$ cat config.mk
export PLATFORM = sky130hd
export DESIGN_NAME = rjd_decoder
export DESIGN_NICKNAME = d
export VERILOG_FILES = /design/src/rtl/rjd_pkg.sv /design/src/rtl/rjd_decoder.sv
export SDC_FILE = /design/constraint.sdc
export NUM_CORES = 1
export LEC_CHECK = 0
export CAP_MARGIN = 20
export CORE_MARGIN = 2
export CORE_UTILIZATION = 30
export CTS_BUF_LIST = sky130_fd_sc_hd__clkbuf_8
export CTS_CLUSTER_DIAMETER = 200
export DETAILED_ROUTE_END_ITERATION = 12
export DONT_BUFFER_PORTS = 1
export MAX_ROUTING_LAYER = met4
export PLACE_DENSITY = 0.45
export SETUP_SLACK_MARGIN = 0.02
export SYNTH_ARGS = -nofsm -noshare
export SYNTH_HDL_FRONTEND = slang
export SYNTH_SLANG_ARGS = --single-unit
$ cat constraint.sdc
create_clock -name clk -period 41.2 [get_ports clk]
set_input_delay 8.24 -clock clk [delete_from_list [all_inputs] [get_ports clk]]
set_output_delay 8.24 -clock clk [all_outputs]
set_load 0.01 [all_outputs]
$ cat src/rtl/rjd_pkg.sv
package rjd_pkg;
	localparam logic [7:0] ADDR_CFG = 8'h27;
	localparam logic [7:0] ADDR_IEN = 8'h34;
	localparam logic [7:0] ADDR_MEAS = 8'h39;
	localparam logic [7:0] ADDR_ISTAT = 8'h3A;
	localparam logic [7:0] ADDR_LCODE = 8'h3B;
	localparam logic [7:0] ADDR_CNTL = 8'h3C;
	localparam logic [7:0] ADDR_CNTH = 8'h3D;
	localparam logic [7:0] CFG_RESET = 8'h00;
	localparam logic [7:0] IEN_RESET = 8'h00;
	localparam logic [7:0] LCODE_RESET = 8'h00;
	// Config register bit positions
	localparam int CFG_ENABLE = 0;
	localparam int CFG_DEPTH_LO = 1;
	localparam int CFG_CORNER = 3;
	localparam int CFG_LIMIT = 4;
	localparam int CFG_MEASURE = 5;
	// Status and enable bit positions
	localparam int ST_SLIP = 0;
	localparam int ST_VIOL = 1;
	localparam int ST_ZERO = 2;
	localparam int ST_OVF = 3;
	// Line code register bit positions
	localparam int LC_E1 = 0;
	localparam int LC_CODE = 1;
	localparam int LC_STD = 2;
	localparam int LC_CNTSEL_LO = 3;
	localparam int LC_MODE = 5;
	localparam int LC_TRF = 6;
	localparam logic [1:0] COUNT_SEL_ON = 2'h1;
	// Zero-run limits
	localparam int ZR_AMI_ANSI = 15;
	localparam int ZR_AMI_FCC = 80;
	localparam int ZR_B8ZS = 7;
	localparam int ZR_HDB3 = 3;
	// Depth codes, limits in bits
	localparam logic [7:0] DEPTH_32 = 8'h20;
	localparam logic [7:0] DEPTH_64 = 8'h40;
	localparam logic [7:0] DEPTH_128 = 8'h80;
	localparam logic [7:0] MARGIN_32 = 8'h02;
	localparam logic [7:0] MARGIN_64 = 8'h03;
	localparam logic [7:0] MARGIN_128 = 8'h04;
	// Corner frequency in milli-hertz
	localparam int CF_T1_WIDE_MHZ = 5000;
	localparam int CF_T1_NARROW_MHZ = 1260;
	localparam int CF_E1_WIDE_MHZ = 6770;
	localparam int CF_E1_NARROW_MHZ = 870;
	localparam int CLK_MHZ = 200;
	localparam int SECOND_NS = 1000000000;
	localparam int CLK_PERIOD_NS = 5;
	localparam int SECOND_CYCLES = SECOND_NS / CLK_PERIOD_NS;
	typedef struct packed {
		logic valid;
		logic pos;
		logic neg;
	} rjd_sym_t;
endpackage

$ cat src/rtl/rjd_decoder.sv
`timescale 1ns/1ps
module rjd_decoder #(
	parameter int SECOND_CYC = rjd_pkg::SECOND_CYCLES,
	parameter int PHASE_W = 24
) (
	input wire logic clk,
	input wire logic reset_n,
	input wire logic [7:0] regAddr,
	input wire logic [7:0] regWdata,
	input wire logic regWr,
	input wire logic regRd,
	output logic [7:0] regRdata,
	input wire logic lineSymValid,
	input wire logic linePos,
	input wire logic lineNeg,
	output logic dataValid,
	output logic dataOut,
	output logic bipolarViolation,
	output logic codeViolation,
	output logic excessiveZero,
	output logic int_n
);
	// ============================================================
	// Registers
	logic [7:0] cfg_q, ien_q, lcode_q, istat_q, meas_q, cntL_q, cntH_q;
	logic [7:0] rdata_q;
	wire atten_enable = cfg_q[rjd_pkg::CFG_ENABLE];
	wire [1:0] atten_fifo_depth_sel = cfg_q[rjd_pkg::CFG_DEPTH_LO +: 2];
	wire atten_corner_sel = cfg_q[rjd_pkg::CFG_CORNER];
	wire atten_rate_limit_en = cfg_q[rjd_pkg::CFG_LIMIT];
	wire pointer_measure_mode = cfg_q[rjd_pkg::CFG_MEASURE];
	wire e1Mode = lcode_q[rjd_pkg::LC_E1];
	wire rx_line_code_sel = lcode_q[rjd_pkg::LC_CODE];
	wire zero_run_standard_sel = lcode_q[rjd_pkg::LC_STD];
	wire [1:0] zero_run_count_sel = lcode_q[rjd_pkg::LC_CNTSEL_LO +: 2];
	wire count_report_mode = lcode_q[rjd_pkg::LC_MODE];
	wire count_transfer_trigger = lcode_q[rjd_pkg::LC_TRF];
	wire wrCfg = regWr && regAddr == rjd_pkg::ADDR_CFG;
	wire wrIen = regWr && regAddr == rjd_pkg::ADDR_IEN;
	wire wrLc = regWr && regAddr == rjd_pkg::ADDR_LCODE;
	wire wrStat = regWr && regAddr == rjd_pkg::ADDR_ISTAT;
	always_ff @(posedge clk or negedge reset_n) begin
		if (!reset_n) begin
			cfg_q <= rjd_pkg::CFG_RESET;
			ien_q <= rjd_pkg::IEN_RESET;
			lcode_q <= rjd_pkg::LCODE_RESET;
		end else begin
			if (wrCfg) cfg_q <= regWdata;
			if (wrIen) ien_q <= regWdata;
			if (wrLc) lcode_q <= regWdata;
		end
	end
	// Unmapped addresses read zero
	wire [7:0] rdMux =
		(regAddr == rjd_pkg::ADDR_CFG) ? cfg_q :
		(regAddr == rjd_pkg::ADDR_IEN) ? ien_q :
		(regAddr == rjd_pkg::ADDR_MEAS) ? meas_q :
		(regAddr == rjd_pkg::ADDR_ISTAT) ? istat_q :
		(regAddr == rjd_pkg::ADDR_LCODE) ? lcode_q :
		(regAddr == rjd_pkg::ADDR_CNTL) ? cntL_q :
		(regAddr == rjd_pkg::ADDR_CNTH) ? cntH_q : 8'h00;
	always_ff @(posedge clk or negedge reset_n) begin
		if (!reset_n) rdata_q <= 8'h00;
		else rdata_q <= regRd ? rdMux : 8'h00;
	end
	assign regRdata = rdata_q;
	// ============================================================
	// Input synchroniser: three stages, change accepted when 2nd and 3rd agree
	logic [2:0] s1_q, s2_q, s3_q, sym_q;
	always_ff @(posedge clk or negedge reset_n) begin
		if (!reset_n) begin
			s1_q <= 3'h0;
			s2_q <= 3'h0;
			s3_q <= 3'h0;
			sym_q <= 3'h0;
		end else begin
			s1_q <= {lineSymValid, linePos, lineNeg};
			s2_q <= s1_q;
			s3_q <= s2_q;
			if (s2_q == s3_q) sym_q <= s3_q;
		end
	end
	// A symbol is a rising edge of the valid strobe
	logic symValPrev_q;
	always_ff @(posedge clk or negedge reset_n) begin
		if (!reset_n) symValPrev_q <= 1'b0;
		else symValPrev_q <= sym_q[2];
	end
	rjd_pkg::rjd_sym_t inSym;
	assign inSym = '{valid: sym_q[2] && !symValPrev_q, pos: sym_q[1], neg: sym_q[0]};
	// ============================================================
	// Jitter attenuator: array FIFO of symbols, read by a DPLL tick
	// Symbols are stored as pos/neg pairs so the decoder downstream still sees polarity.
	localparam int MAXD = 128;
	logic [1:0] fifoMem [MAXD];
	logic [6:0] wrPtr_q, rdPtr_q;
	logic [7:0] fill_q;
	wire [7:0] depth = (atten_fifo_depth_sel == 2'h0) ? rjd_pkg::DEPTH_32 :
		(atten_fifo_depth_sel == 2'h1) ? rjd_pkg::DEPTH_64 : rjd_pkg::DEPTH_128;
	wire [7:0] margin = (atten_fifo_depth_sel == 2'h0) ? rjd_pkg::MARGIN_32 :
		(atten_fifo_depth_sel == 2'h1) ? rjd_pkg::MARGIN_64 : rjd_pkg::MARGIN_128;
	wire [6:0] ptrMask = 7'(depth - 8'h01);
	// DPLL: phase accumulator whose step tracks the write rate with a loop gain set by corner
	logic [PHASE_W-1:0] phase_q, step_q;
	logic [PHASE_W-1:0] sinceWr_q;
	logic started_q;
	wire [3:0] gainShift = e1Mode ? (atten_corner_sel ? 4'h9 : 4'h6) : (atten_corner_sel ? 4'h8 : 4'h6);
	wire nearFull = fill_q >= depth - margin;
	wire nearEmpty = fill_q <= margin;
	wire [PHASE_W-1:0] limStep = (atten_rate_limit_en && nearFull) ? step_q + (step_q >> 3) :
		(atten_rate_limit_en && nearEmpty) ? step_q - (step_q >> 3) : step_q;
	wire [PHASE_W:0] phaseSum = {1'b0, phase_q} + {1'b0, limStep};
	wire rdTick = started_q && phaseSum[PHASE_W];
	wire fifoWr = atten_enable && inSym.valid;
	wire overflow = fifoWr && !rdTick && fill_q == depth;
	wire underflow = rdTick && !fifoWr && fill_q == 8'h00;
	wire doWr = fifoWr && !overflow;
	wire doRd = rdTick && !underflow;
	always_ff @(posedge clk or negedge reset_n) begin
		if (!reset_n) begin
			wrPtr_q <= 7'h00;
			rdPtr_q <= 7'h00;
			fill_q <= 8'h00;
			phase_q <= '0;
			step_q <= '0;
			sinceWr_q <= '0;
			started_q <= 1'b0;
		end else if (!atten_enable) begin
			wrPtr_q <= 7'h00;
			rdPtr_q <= 7'h00;
			fill_q <= 8'h00;
			started_q <= 1'b0;
			phase_q <= '0;
		end else begin
			if (doWr) wrPtr_q <= (wrPtr_q + 7'h01) & ptrMask;
			if (doRd) rdPtr_q <= (rdPtr_q + 7'h01) & ptrMask;
			fill_q <= 8'(fill_q + {7'h00, doWr} - {7'h00, doRd});
			// Reading starts at half depth so latency is half the FIFO
			if (fill_q >= (depth >> 1)) started_q <= 1'b1;
			phase_q <= phaseSum[PHASE_W-1:0];
			sinceWr_q <= fifoWr ? '0 : sinceWr_q + 1'b1;
			// Low corner means small gain: slow, smooth tracking of the write period
			if (fifoWr && sinceWr_q != '0)
				step_q <= step_q - (step_q >> gainShift) + ((~'0 / sinceWr_q) >> gainShift);
		end
	end
	always_ff @(posedge clk) begin
		if (doWr) fifoMem[wrPtr_q] <= {inSym.pos, inSym.neg};
	end
	// Bypass path takes the synchronised symbol directly
	rjd_pkg::rjd_sym_t decSym;
	assign decSym = atten_enable ? '{valid: doRd, pos: fifoMem[rdPtr_q][1], neg: fifoMem[rdPtr_q][0]}
		: inSym;
	wire [6:0] curDist = 7'(fill_q);
	// ============================================================
	// Line decoder
	logic lastPol_q, seenPulse_q;
	logic [6:0] zeros_q;
	logic [7:0] hist_q;
	wire pulse = decSym.pos ^ decSym.neg;
	wire pol = decSym.pos;
	wire sameAsLast = decSym.valid && pulse && seenPulse_q && pol == lastPol_q;
	wire useCode = rx_line_code_sel;
	// Substitution pulses: B8ZS 000VB0VB, HDB3 000V / B00V; violations there are legal
	// Second violation of 000VB0VB follows one zero after V then B; history pins it to the pattern
	wire b8zsSub = !e1Mode && useCode && (zeros_q == 7'h03 || (zeros_q == 7'h01 && hist_q[5:0] == 6'h06));
	wire hdb3Sub = e1Mode && useCode && (zeros_q == 7'h03 || zeros_q == 7'h02);
	wire bipolar_violation = sameAsLast && !useCode;
	wire cv = sameAsLast && useCode && !b8zsSub && !hdb3Sub;
	wire [6:0] zrLimit = !useCode ? (zero_run_standard_sel ? 7'(rjd_pkg::ZR_AMI_FCC) : 7'(rjd_pkg::ZR_AMI_ANSI)) :
		(e1Mode ? 7'(rjd_pkg::ZR_HDB3) : 7'(rjd_pkg::ZR_B8ZS));
	wire excessive_zero = decSym.valid && !pulse && zeros_q == zrLimit;
	always_ff @(posedge clk or negedge reset_n) begin
		if (!reset_n) begin
			lastPol_q <= 1'b0;
			seenPulse_q <= 1'b0;
			zeros_q <= 7'h00;
			hist_q <= 8'h00;
		end else if (decSym.valid) begin
			if (pulse) begin
				lastPol_q <= pol;
				seenPulse_q <= 1'b1;
				zeros_q <= 7'h00;
			end else if (zeros_q != 7'h7F) begin
				zeros_q <= zeros_q + 7'h01;
			end
			hist_q <= {hist_q[6:0], pulse};
		end
	end
	// Violation pulses of substitution patterns decode back to zeros; B pulses stay ones
	wire bit1 = pulse && !(useCode && (b8zsSub || hdb3Sub) && sameAsLast);
	always_ff @(posedge clk or negedge reset_n) begin
		if (!reset_n) begin
			dataValid <= 1'b0;
			dataOut <= 1'b0;
			bipolarViolation <= 1'b0;
			codeViolation <= 1'b0;
			excessiveZero <= 1'b0;
		end else begin
			dataValid <= decSym.valid;
			dataOut <= decSym.valid && bit1;
			bipolarViolation <= bipolar_violation;
			codeViolation <= cv;
			excessiveZero <= excessive_zero;
		end
	end
	// ============================================================
	// Zero-run counter and reporting
	logic [15:0] cnt_q;
	logic trfPrev_q;
	logic [PHASE_W+4:0] secCnt_q;
	wire countOn = zero_run_count_sel == rjd_pkg::COUNT_SEL_ON;
	wire cntInc = countOn && excessive_zero;
	wire secTick = secCnt_q == (PHASE_W+5)'(SECOND_CYC - 1);
	wire xfer = count_report_mode ? secTick : (count_transfer_trigger && !trfPrev_q);
	wire cntOvf = cntInc && cnt_q == 16'hFFFF && !xfer;
	always_ff @(posedge clk or negedge reset_n) begin
		if (!reset_n) begin
			cnt_q <= 16'h0000;
			trfPrev_q <= 1'b0;
			secCnt_q <= '0;
			cntL_q <= 8'h00;
			cntH_q <= 8'h00;
		end else begin
			trfPrev_q <= count_transfer_trigger;
			secCnt_q <= secTick ? '0 : secCnt_q + 1'b1;
			if (xfer) begin
				cntL_q <= cnt_q[7:0];
				cntH_q <= cnt_q[15:8];
				cnt_q <= {15'h0000, cntInc};
			end else if (cntInc) begin
				cnt_q <= cnt_q + 16'h0001;
			end
		end
	end
	// ============================================================
	// Pointer measurement
	always_ff @(posedge clk or negedge reset_n) begin
		if (!reset_n) meas_q <= 8'h00;
		else if (!pointer_measure_mode) meas_q <= {1'b0, curDist};
		else if (curDist > meas_q[6:0]) meas_q <= {1'b0, curDist};
	end
	// ============================================================
	// Status flags: write one to clear, a new event wins over the clear
	wire [3:0] evt = {cntOvf, excessive_zero, bipolar_violation || cv, overflow || underflow};
	always_ff @(posedge clk or negedge reset_n) begin
		if (!reset_n) istat_q <= 8'h00;
		else istat_q <= {4'h0, evt | (istat_q[3:0] & ~(wrStat ? regWdata[3:0] : 4'h0))};
	end
	assign int_n = !(|(istat_q[3:0] & ien_q[3:0]));
	// ============================================================
	// Checks
	slip_irq_a: assert property (@(posedge clk) disable iff (!reset_n)
		(istat_q[rjd_pkg::ST_SLIP] && ien_q[rjd_pkg::ST_SLIP]) |-> !int_n) else $error("slip irq missing");
	flag_set_a: assert property (@(posedge clk) disable iff (!reset_n)
		(bipolar_violation || cv) |=> istat_q[rjd_pkg::ST_VIOL]) else $error("violation flag not set");
	zero_flag_a: assert property (@(posedge clk) disable iff (!reset_n)
		excessive_zero |=> istat_q[rjd_pkg::ST_ZERO] && excessiveZero) else $error("zero flag not set");
	irq_idle_a: assert property (@(posedge clk) disable iff (!reset_n)
		((istat_q[3:0] & ien_q[3:0]) == 4'h0) |-> int_n) else $error("irq without cause");
	xfer_clear_a: assert property (@(posedge clk) disable iff (!reset_n)
		(xfer && !cntInc) |=> cnt_q == 16'h0000 && {cntH_q, cntL_q} == $past(cnt_q)) else $error("bad transfer");
	count_gate_a: assert property (@(posedge clk) disable iff (!reset_n)
		(!countOn && !xfer) |=> cnt_q == $past(cnt_q)) else $error("counted while off");
	meas_live_a: assert property (@(posedge clk) disable iff (!reset_n)
		!pointer_measure_mode |=> meas_q[6:0] == $past(curDist)) else $error("live measure wrong");
	meas_peak_a: assert property (@(posedge clk) disable iff (!reset_n)
		pointer_measure_mode && !wrCfg |=> meas_q[6:0] >= $past(meas_q[6:0])) else $error("peak dropped");
	bypass_path_a: assert property (@(posedge clk) disable iff (!reset_n)
		!atten_enable |-> decSym.valid == inSym.valid) else $error("bypass broken");
	fill_bound_a: assert property (@(posedge clk) disable iff (!reset_n)
		fill_q <= depth || wrCfg || $past(wrCfg)) else $error("fifo over depth");
	slip_flag_a: assert property (@(posedge clk) disable iff (!reset_n)
		(overflow || underflow) |=> istat_q[rjd_pkg::ST_SLIP]) else $error("slip flag not set");
	ovf_flag_a: assert property (@(posedge clk) disable iff (!reset_n)
		cntOvf |=> istat_q[rjd_pkg::ST_OVF]) else $error("overflow flag not set");
	count_step_a: assert property (@(posedge clk) disable iff (!reset_n)
		(cntInc && !xfer && cnt_q != 16'hFFFF) |=> cnt_q == $past(cnt_q) + 16'h0001) else $error("count missed");
endmodule

==> impl_metrics.py, run 1 <==
metrics = {
    "critical_path": {
        "crit_path_end_kind": "flop",
        "critPathMostFrequentCell": "ha_1",
        "critPathMaxStageDelay_ns": 0.58,
        "crit_slowest_cell": "or4_4",
        "cp_max_fo": 19,
        "crit_required_ns": 41.77,
        "start_kind": "flop",
        "worstPathArrival_ns": 38.77,
        "crit_type": "reg -> reg",
        "crit_family": "compound AO/OA/AOI/OAI gates",
        "worst-path-buf-inv": 9,
    },
    "yosys": {
        "async_flop_share_pct": 47.6,
        "synth_top_family_by_area": "simple AND/OR/NAND/NOR gates",
        "yosys-top-cells-area": "edfxtp_1 21%, dfrtp_1 16%, ha_1 9.9%",
        "synth_ff_type": "edfxtp_1",
        "avgSynthCellArea_um2": 9.52,
        "ys_seq_area_share_pct": 37.3,
        "yosysWarningCount": 0,
        "synth_area_um2": 36300,
        "syn_inst": 3809,
        "synth_fa_ha_area_share_pct": 11.4,
        "yosys.area_share.simple_pct": 17.6,
        "synth_top_area_cell": "edfxtp_1",
        "synthDominantCellAreaShare_pct": 21.2,
        "synthXorXnorAreaFrac_pct": 5.26,
        "yosys-mux-area-fraction_pct": 7.82,
        "synth_compound_area_share_pct": 16.9,
        "ys_ff_latch": 489,
        "synth_cell_type_count": 105,
        "synth_edf_count": 256,
    },
    "timing": {
        "fmax_mhz": 26.2,
        "slew_violations": 0,
        "hold_violations": 0,
        "grt_setup_unrepaired": "no",
        "finalSetupTns_ns": 0,
        "setup_viol_count_final": 0,
        "worstMarginPinSlew_ns": 1.11,
        "finClkSkew_ns": 0.0555,
        "post-route-period-util_pct": 92.7,
        "slew_headroom_pct": 25.8,
        "min_period_ns": 38.20,
    },
    "floorplan": {
        "initial_utilization_pct": 30.2,
        "die_x_um": 352,
        "rows": 127,
        "die_area_um2": 124000,
        "coreArea_um2": 120000,
        "die_h_um": 352,
        "ios": 37,
    },
    "route": {
        "num_vias": 29000,
        "avgRoutedWirePerCell_um": 20.2,
        "ant_nets": 0,
        "routed_wirelength_um": 111000,
        "drt-initial-drc-count": 1856,
        "via_per_inst": 5.26,
        "remaining_drc_errors": 0,
        "first_pass_iters": 6,
    },
    "clock_tree": {
        "cts_buffers": 91,
        "clk_pin_slew_ns": 0.06,
        "clkSinkCount": 489,
        "root_buffer": "clkbuf_8",
        "htree_levels": 3,
        "cts_tree": "yes",
        "clock_latency_ns": 0.76,
        "post-cts-setup-buffers": 0,
        "cts_buffer_depth": 3,
    },
    "global_routing": {
        "gr-usage-all-layers_pct": 18.6,
        "globalRouteOverflowTotal": 0,
        "grt_pass1_wl_um": 174000,
        "grt_pass1_vias": 28800,
        "antenna_found_initial": 1,
        "grt_max_degree": 234,
    },
    "cells_and_area": {
        "drive_above_1_share_pct": 10.6,
        "syn2layout_area_growth_pct": 10.1,
        "nets": 4155,
    },
    "place": {
        "place_congestion": 0.924,
        "port_buffers": 0,
        "dp_hpwl_um": 80400,
    },
    "status": {
        "outcome": "complete, no violations",
    },
    "run": {
        "maxCapViolations": 0,
    },
    "hold_path": {
        "worstHoldPathType": "reg -> reg",
    },
}
[cell usage in the layout, fill, tap and decap left out, types with 30 or more instances in the layout]
master    instances
a21oi_1         241
xor2_1           84
nor2b_1          43
nand4_1          33
mux4_2           84
o21ai_0         192
xnor2_1         132
nand3_1          97
o21a_1           48
mux2_2           49
mux2i_1          38
o22ai_1          40
ha_1            286
nor2_1          459
a21o_1           57
and2_1           48
inv_1           235
a31oi_1          43
a211oi_1         37
nand2b_1         46
nor3_1           77
or3_1            30
edfxtp_1        256
dfrtp_1         225
and3_1           35
clkbuf_8        103
nand2_1         336
o21bai_1         30
buf_4            50
[routing by layer]
layer / routed length (µm) / GRT usage, % / vias up / share of wire, %
li1: - / - / 14000 / -
met1: 53400 / 25.4 / 14100 / 48
met2: 51000 / 29.1 / 670 / 46
met3: 4510 / 2.15 / 164 / 4.0
met4: 2510 / 5.11 / 0 / 2.3
met5: 0 / - / - / 0
[cells in the mapped netlist, types with 15 or more instances]
library cell  number
nor2_1           461
nand2_1          336
ha_1             286
edfxtp_1         256
a21oi_1          244
dfrtp_1          233
inv_1            196
o21ai_0          192
xnor2_1          132
clkbuf_1         107
nand3_1           97
mux4_2            84
xor2_1            84
nor3_1            78
a21o_1            57
and2_1            49
mux2_2            49
o21a_1            48
nand2b_1          46
nor2b_1           44
a31oi_1           43
o22ai_1           40
mux2i_1           38
a211oi_1          37
and3_1            35
nand4_1           33
o21bai_1          30
or3_1             30
o211ai_1          28
fa_1              27
or2_2             27
nor4_1            26
a22oi_1           21
a21boi_0          19
o31ai_1           19
buf_2             15
[flip-flops by register name (all words and copies together) (netlist names), 16 cells and up]
name	count
fifoMem	256
sinceWr_q	24
cnt_q	16
step_q	24
phase_q	24
secCnt_q	29
[final cells by class]
| cell class | instances | area, µm² |
|---|---|---|
| antenna | 2 | 5.00 |
| clock buffer | 103 | 1420 |
| clock inverter | 60 | 365 |
| fill | 12400 | 80000 |
| inverter | 201 | 754 |
| multi-input combinational | 2985 | 21500 |
| sequential | 489 | 13500 |
| tap | 1612 | 2020 |
| timing repair buffer | 51 | 380 |
[per-stage QoR]
stage	instance area (µm²)	utilization [%]	setup slack, ns	std cells	hold WS, ns
floorplan	36300	-	6.89	3818	0.331
global placement	38100	31.8	3.20	5337	0.333
detailed placement	38100	31.8	2.65	5337	0.337
CTS	39900	33.3	2.50	5500	0.354
global route	39900	33.3	0.0771	5503	0.356
finish	39900	33.3	3.00	5503	0.349
[logic make-up (layout without fill, tap and decap cells)]
group | count (synthesis) | in the layout
AO/OA/AOI/OAI | 933 | 933
XOR/XNOR | 217 | 217
adder cells (fa/ha/maj) | 313 | 313
buffers and inverters | 344 | 415
flip-flops | 489 | 489
multiplexers | 172 | 172
other | 2 | 13
AND/OR/NAND/NOR | 1339 | 1339
[what timing repair did]
item	CTS	global route
gates resized for setup	0	11
endpoints found under the setup margin	0	14
hold buffers	0	0
[final timing paths]
path                               startpoint          to  slack (ns)  depth (start not counted)
worst min-delay path                  s1_q[0]     s2_q[0]        0.35                          0
worst min register to register        s1_q[0]     s2_q[0]        0.35                          0
max in group asynchronous             reset_n  rdPtr_q[0]       33.35                          0
worst max-delay path            sinceWr_q[22]  step_q[22]        3.00                        147
min in group asynchronous             reset_n    cnt_q[0]        7.22                          0
worst max register to register  sinceWr_q[22]  step_q[22]        3.00                        147
Power of run 1 is not shown: default switching activity piles up to over one toggle a cycle in this logic, so the estimate is an artifact.
==> run 2: changes to the inputs <==
--- a/config.mk
+++ b/config.mk
@@ -5,7 +5,10 @@
 export SDC_FILE = /design/constraint.sdc
 export NUM_CORES = 1
 export LEC_CHECK = 0
+export ABC_CLOCK_PERIOD_IN_PS = 41200
 export CAP_MARGIN = 20
+export CELL_PAD_IN_SITES_DETAIL_PLACEMENT = 1
+export CELL_PAD_IN_SITES_GLOBAL_PLACEMENT = 2
 export CORE_MARGIN = 2
 export CORE_UTILIZATION = 30
 export CTS_BUF_LIST = sky130_fd_sc_hd__clkbuf_8
@@ -13,7 +16,7 @@
 export DETAILED_ROUTE_END_ITERATION = 12
 export DONT_BUFFER_PORTS = 1
 export MAX_ROUTING_LAYER = met4
-export PLACE_DENSITY = 0.45
+export PLACE_DENSITY = 0.73
 export SETUP_SLACK_MARGIN = 0.02
 export SYNTH_ARGS = -nofsm -noshare
 export SYNTH_HDL_FRONTEND = slang
==> run 2 against run 1 <==
Compared with the run above:
- clock-buffer cell count decreased by 2
- die area unchanged
- sequential cell count unchanged
- cell area increased by 0.26%
- sequential share of layout area decreased by 0.088 points
- highest routed layer unchanged
==> impl_metrics.py, run 2 (synthesized netlist as in run 1, its figures left out) <==
metrics = {
    "route": {
        "remaining_drc_errors": 0,
        "ant_nets": 0,
        "routed_wirelength_um": 117000,
        "first_pass_iters": 5,
        "via_per_inst": 5.34,
        "drt-initial-drc-count": 1792,
        "num_vias": 29300,
        "avgRoutedWirePerCell_um": 21.3,
    },
    "clock_tree": {
        "cts_resized": 0,
        "clock_latency_ns": 0.78,
        "cts_tree": "yes",
        "htree_levels": 3,
        "clk_pin_slew_ns": 0.07,
        "root_buffer": "clkbuf_8",
        "post-cts-setup-buffers": 0,
        "cts_buffers": 84,
        "cts_buffer_depth": 3,
        "cts_hold_buf": 0,
        "clkSinkCount": 489,
    },
    "place": {
        "dp_hpwl_um": 86000,
        "place_congestion": 0.877,
        "post_dp_cell_area_um2": 38100,
        "port_buffers": 0,
    },
    "global_routing": {
        "antenna_found_initial": 1,
        "grt_pass1_wl_um": 182000,
        "grt_pass1_vias": 30700,
        "grt_max_degree": 234,
        "globalRouteOverflowTotal": 0,
        "gr-usage-all-layers_pct": 19.6,
    },
    "floorplan": {
        "coreArea_um2": 120000,
        "die_h_um": 352,
        "die_x_um": 352,
        "initial_utilization_pct": 30.2,
        "die_area_um2": 124000,
        "rows": 127,
        "ios": 37,
    },
    "timing": {
        "worstMarginPinSlew_ns": 1.12,
        "post-route-period-util_pct": 93.2,
        "slew_violations": 0,
        "grt_setup_unrepaired": "no",
        "hold_violations": 0,
        "finalSetupTns_ns": 0,
        "slew_headroom_pct": 25.0,
        "setup_viol_count_final": 0,
        "fmax_mhz": 26.0,
        "finClkSkew_ns": 0.0608,
        "min_period_ns": 38.41,
    },
    "hold_path": {
        "worstHoldPathType": "reg -> reg",
    },
    "critical_path": {
        "crit_required_ns": 41.83,
        "cp_max_fo": 17,
        "critPathMaxStageDelay_ns": 0.58,
        "crit_type": "reg -> reg",
        "crit_slowest_cell": "or4_4",
        "worst-path-buf-inv": 6,
        "start_kind": "flop",
        "worstPathArrival_ns": 39.04,
        "critPathMostFrequentCell": "ha_1",
        "reg2reg_slack_ns": 2.79,
        "crit_path_end_kind": "flop",
        "crit_family": "compound AO/OA/AOI/OAI gates",
    },
    "cells_and_area": {
        "nets": 4147,
        "regMostFlops": "fifoMem",
        "syn2layout_area_growth_pct": 10.4,
        "final_common_cell": "nor2_1",
        "drive_above_1_share_pct": 10.7,
        "final_cell_area_um2": 40000,
        "largest_reg_flops": 256,
        "fillCellCount": 13800,
        "reg_top3": "fifoMem (256), secCnt_q (29)",
        "final_cell_mix": "459 x nor2_1, 336 x nand2_1, 286 x ha_1",
    },
    "status": {
        "outcome": "complete, no violations",
    },
    "run": {
        "maxCapViolations": 0,
    },
}
==> run 2: cell count changes in the layout (fill, tap and decap cells not counted), moves of 3 or more <==
cell / previous run / this run
buf_16: 0 / 3
buf_4: 50 / 47
clkinv_1: 8 / 2
clkinv_2: 5 / 1
inv_1: 235 / 229
==> run 2: path summary, 6_finish.rpt <==
check,startpoint,end,cells past startpoint
setup / recovery,sinceWr_q[22],step_q[22],149
hold / removal,s2_q[0],s3_q[0],0
setup reg to reg,sinceWr_q[22],step_q[22],149
hold reg to reg,s2_q[0],s3_q[0],0
max in group asynchronous,reset_n,sym_q[0],0
min in group asynchronous,reset_n,s1_q[0],0
==> run 2: area by class of cell <==
class	instances	area (µm²)	share of cell area, %
inverters	201	754	1.88
diodes	3	7.51	0.0187
flip-flops and latches	489	13500	33.8
clock inverters	45	375	0.937
repair buffers	50	435	1.09
multi-input cells	2985	21500	53.8
well taps	1612	2020	5.04
clock buffers	101	1390	3.47
==> run 2: metrics by stage <==
step | util, % | hold WS, ns | std cells | setup slack [ns]
floorplan | - | 0.331 | 3818 | 6.89
global placement | 31.8 | 0.389 | 5334 | 1.77
detailed placement | 31.8 | 0.397 | 5336 | 1.18
CTS | 33.3 | 0.410 | 5482 | 1.05
global route | 33.4 | 0.416 | 5484 | 0.119
finish | 33.4 | 0.405 | 5486 | 2.79
==> run 2: per-layer routing <==
| metal | part of all wire [%] | global-route usage, % | vias up |
|---|---|---|---|
| li1 | - | - | 13900 |
| met1 | 46 | 25.2 | 14600 |
| met2 | 47 | 31.4 | 479 |
| met3 | 3.9 | 2.78 | 238 |
| met4 | 3.6 | 6.80 | 0 |
| met5 | 0 | - | - |
Power of run 2 is left out for the same reason.
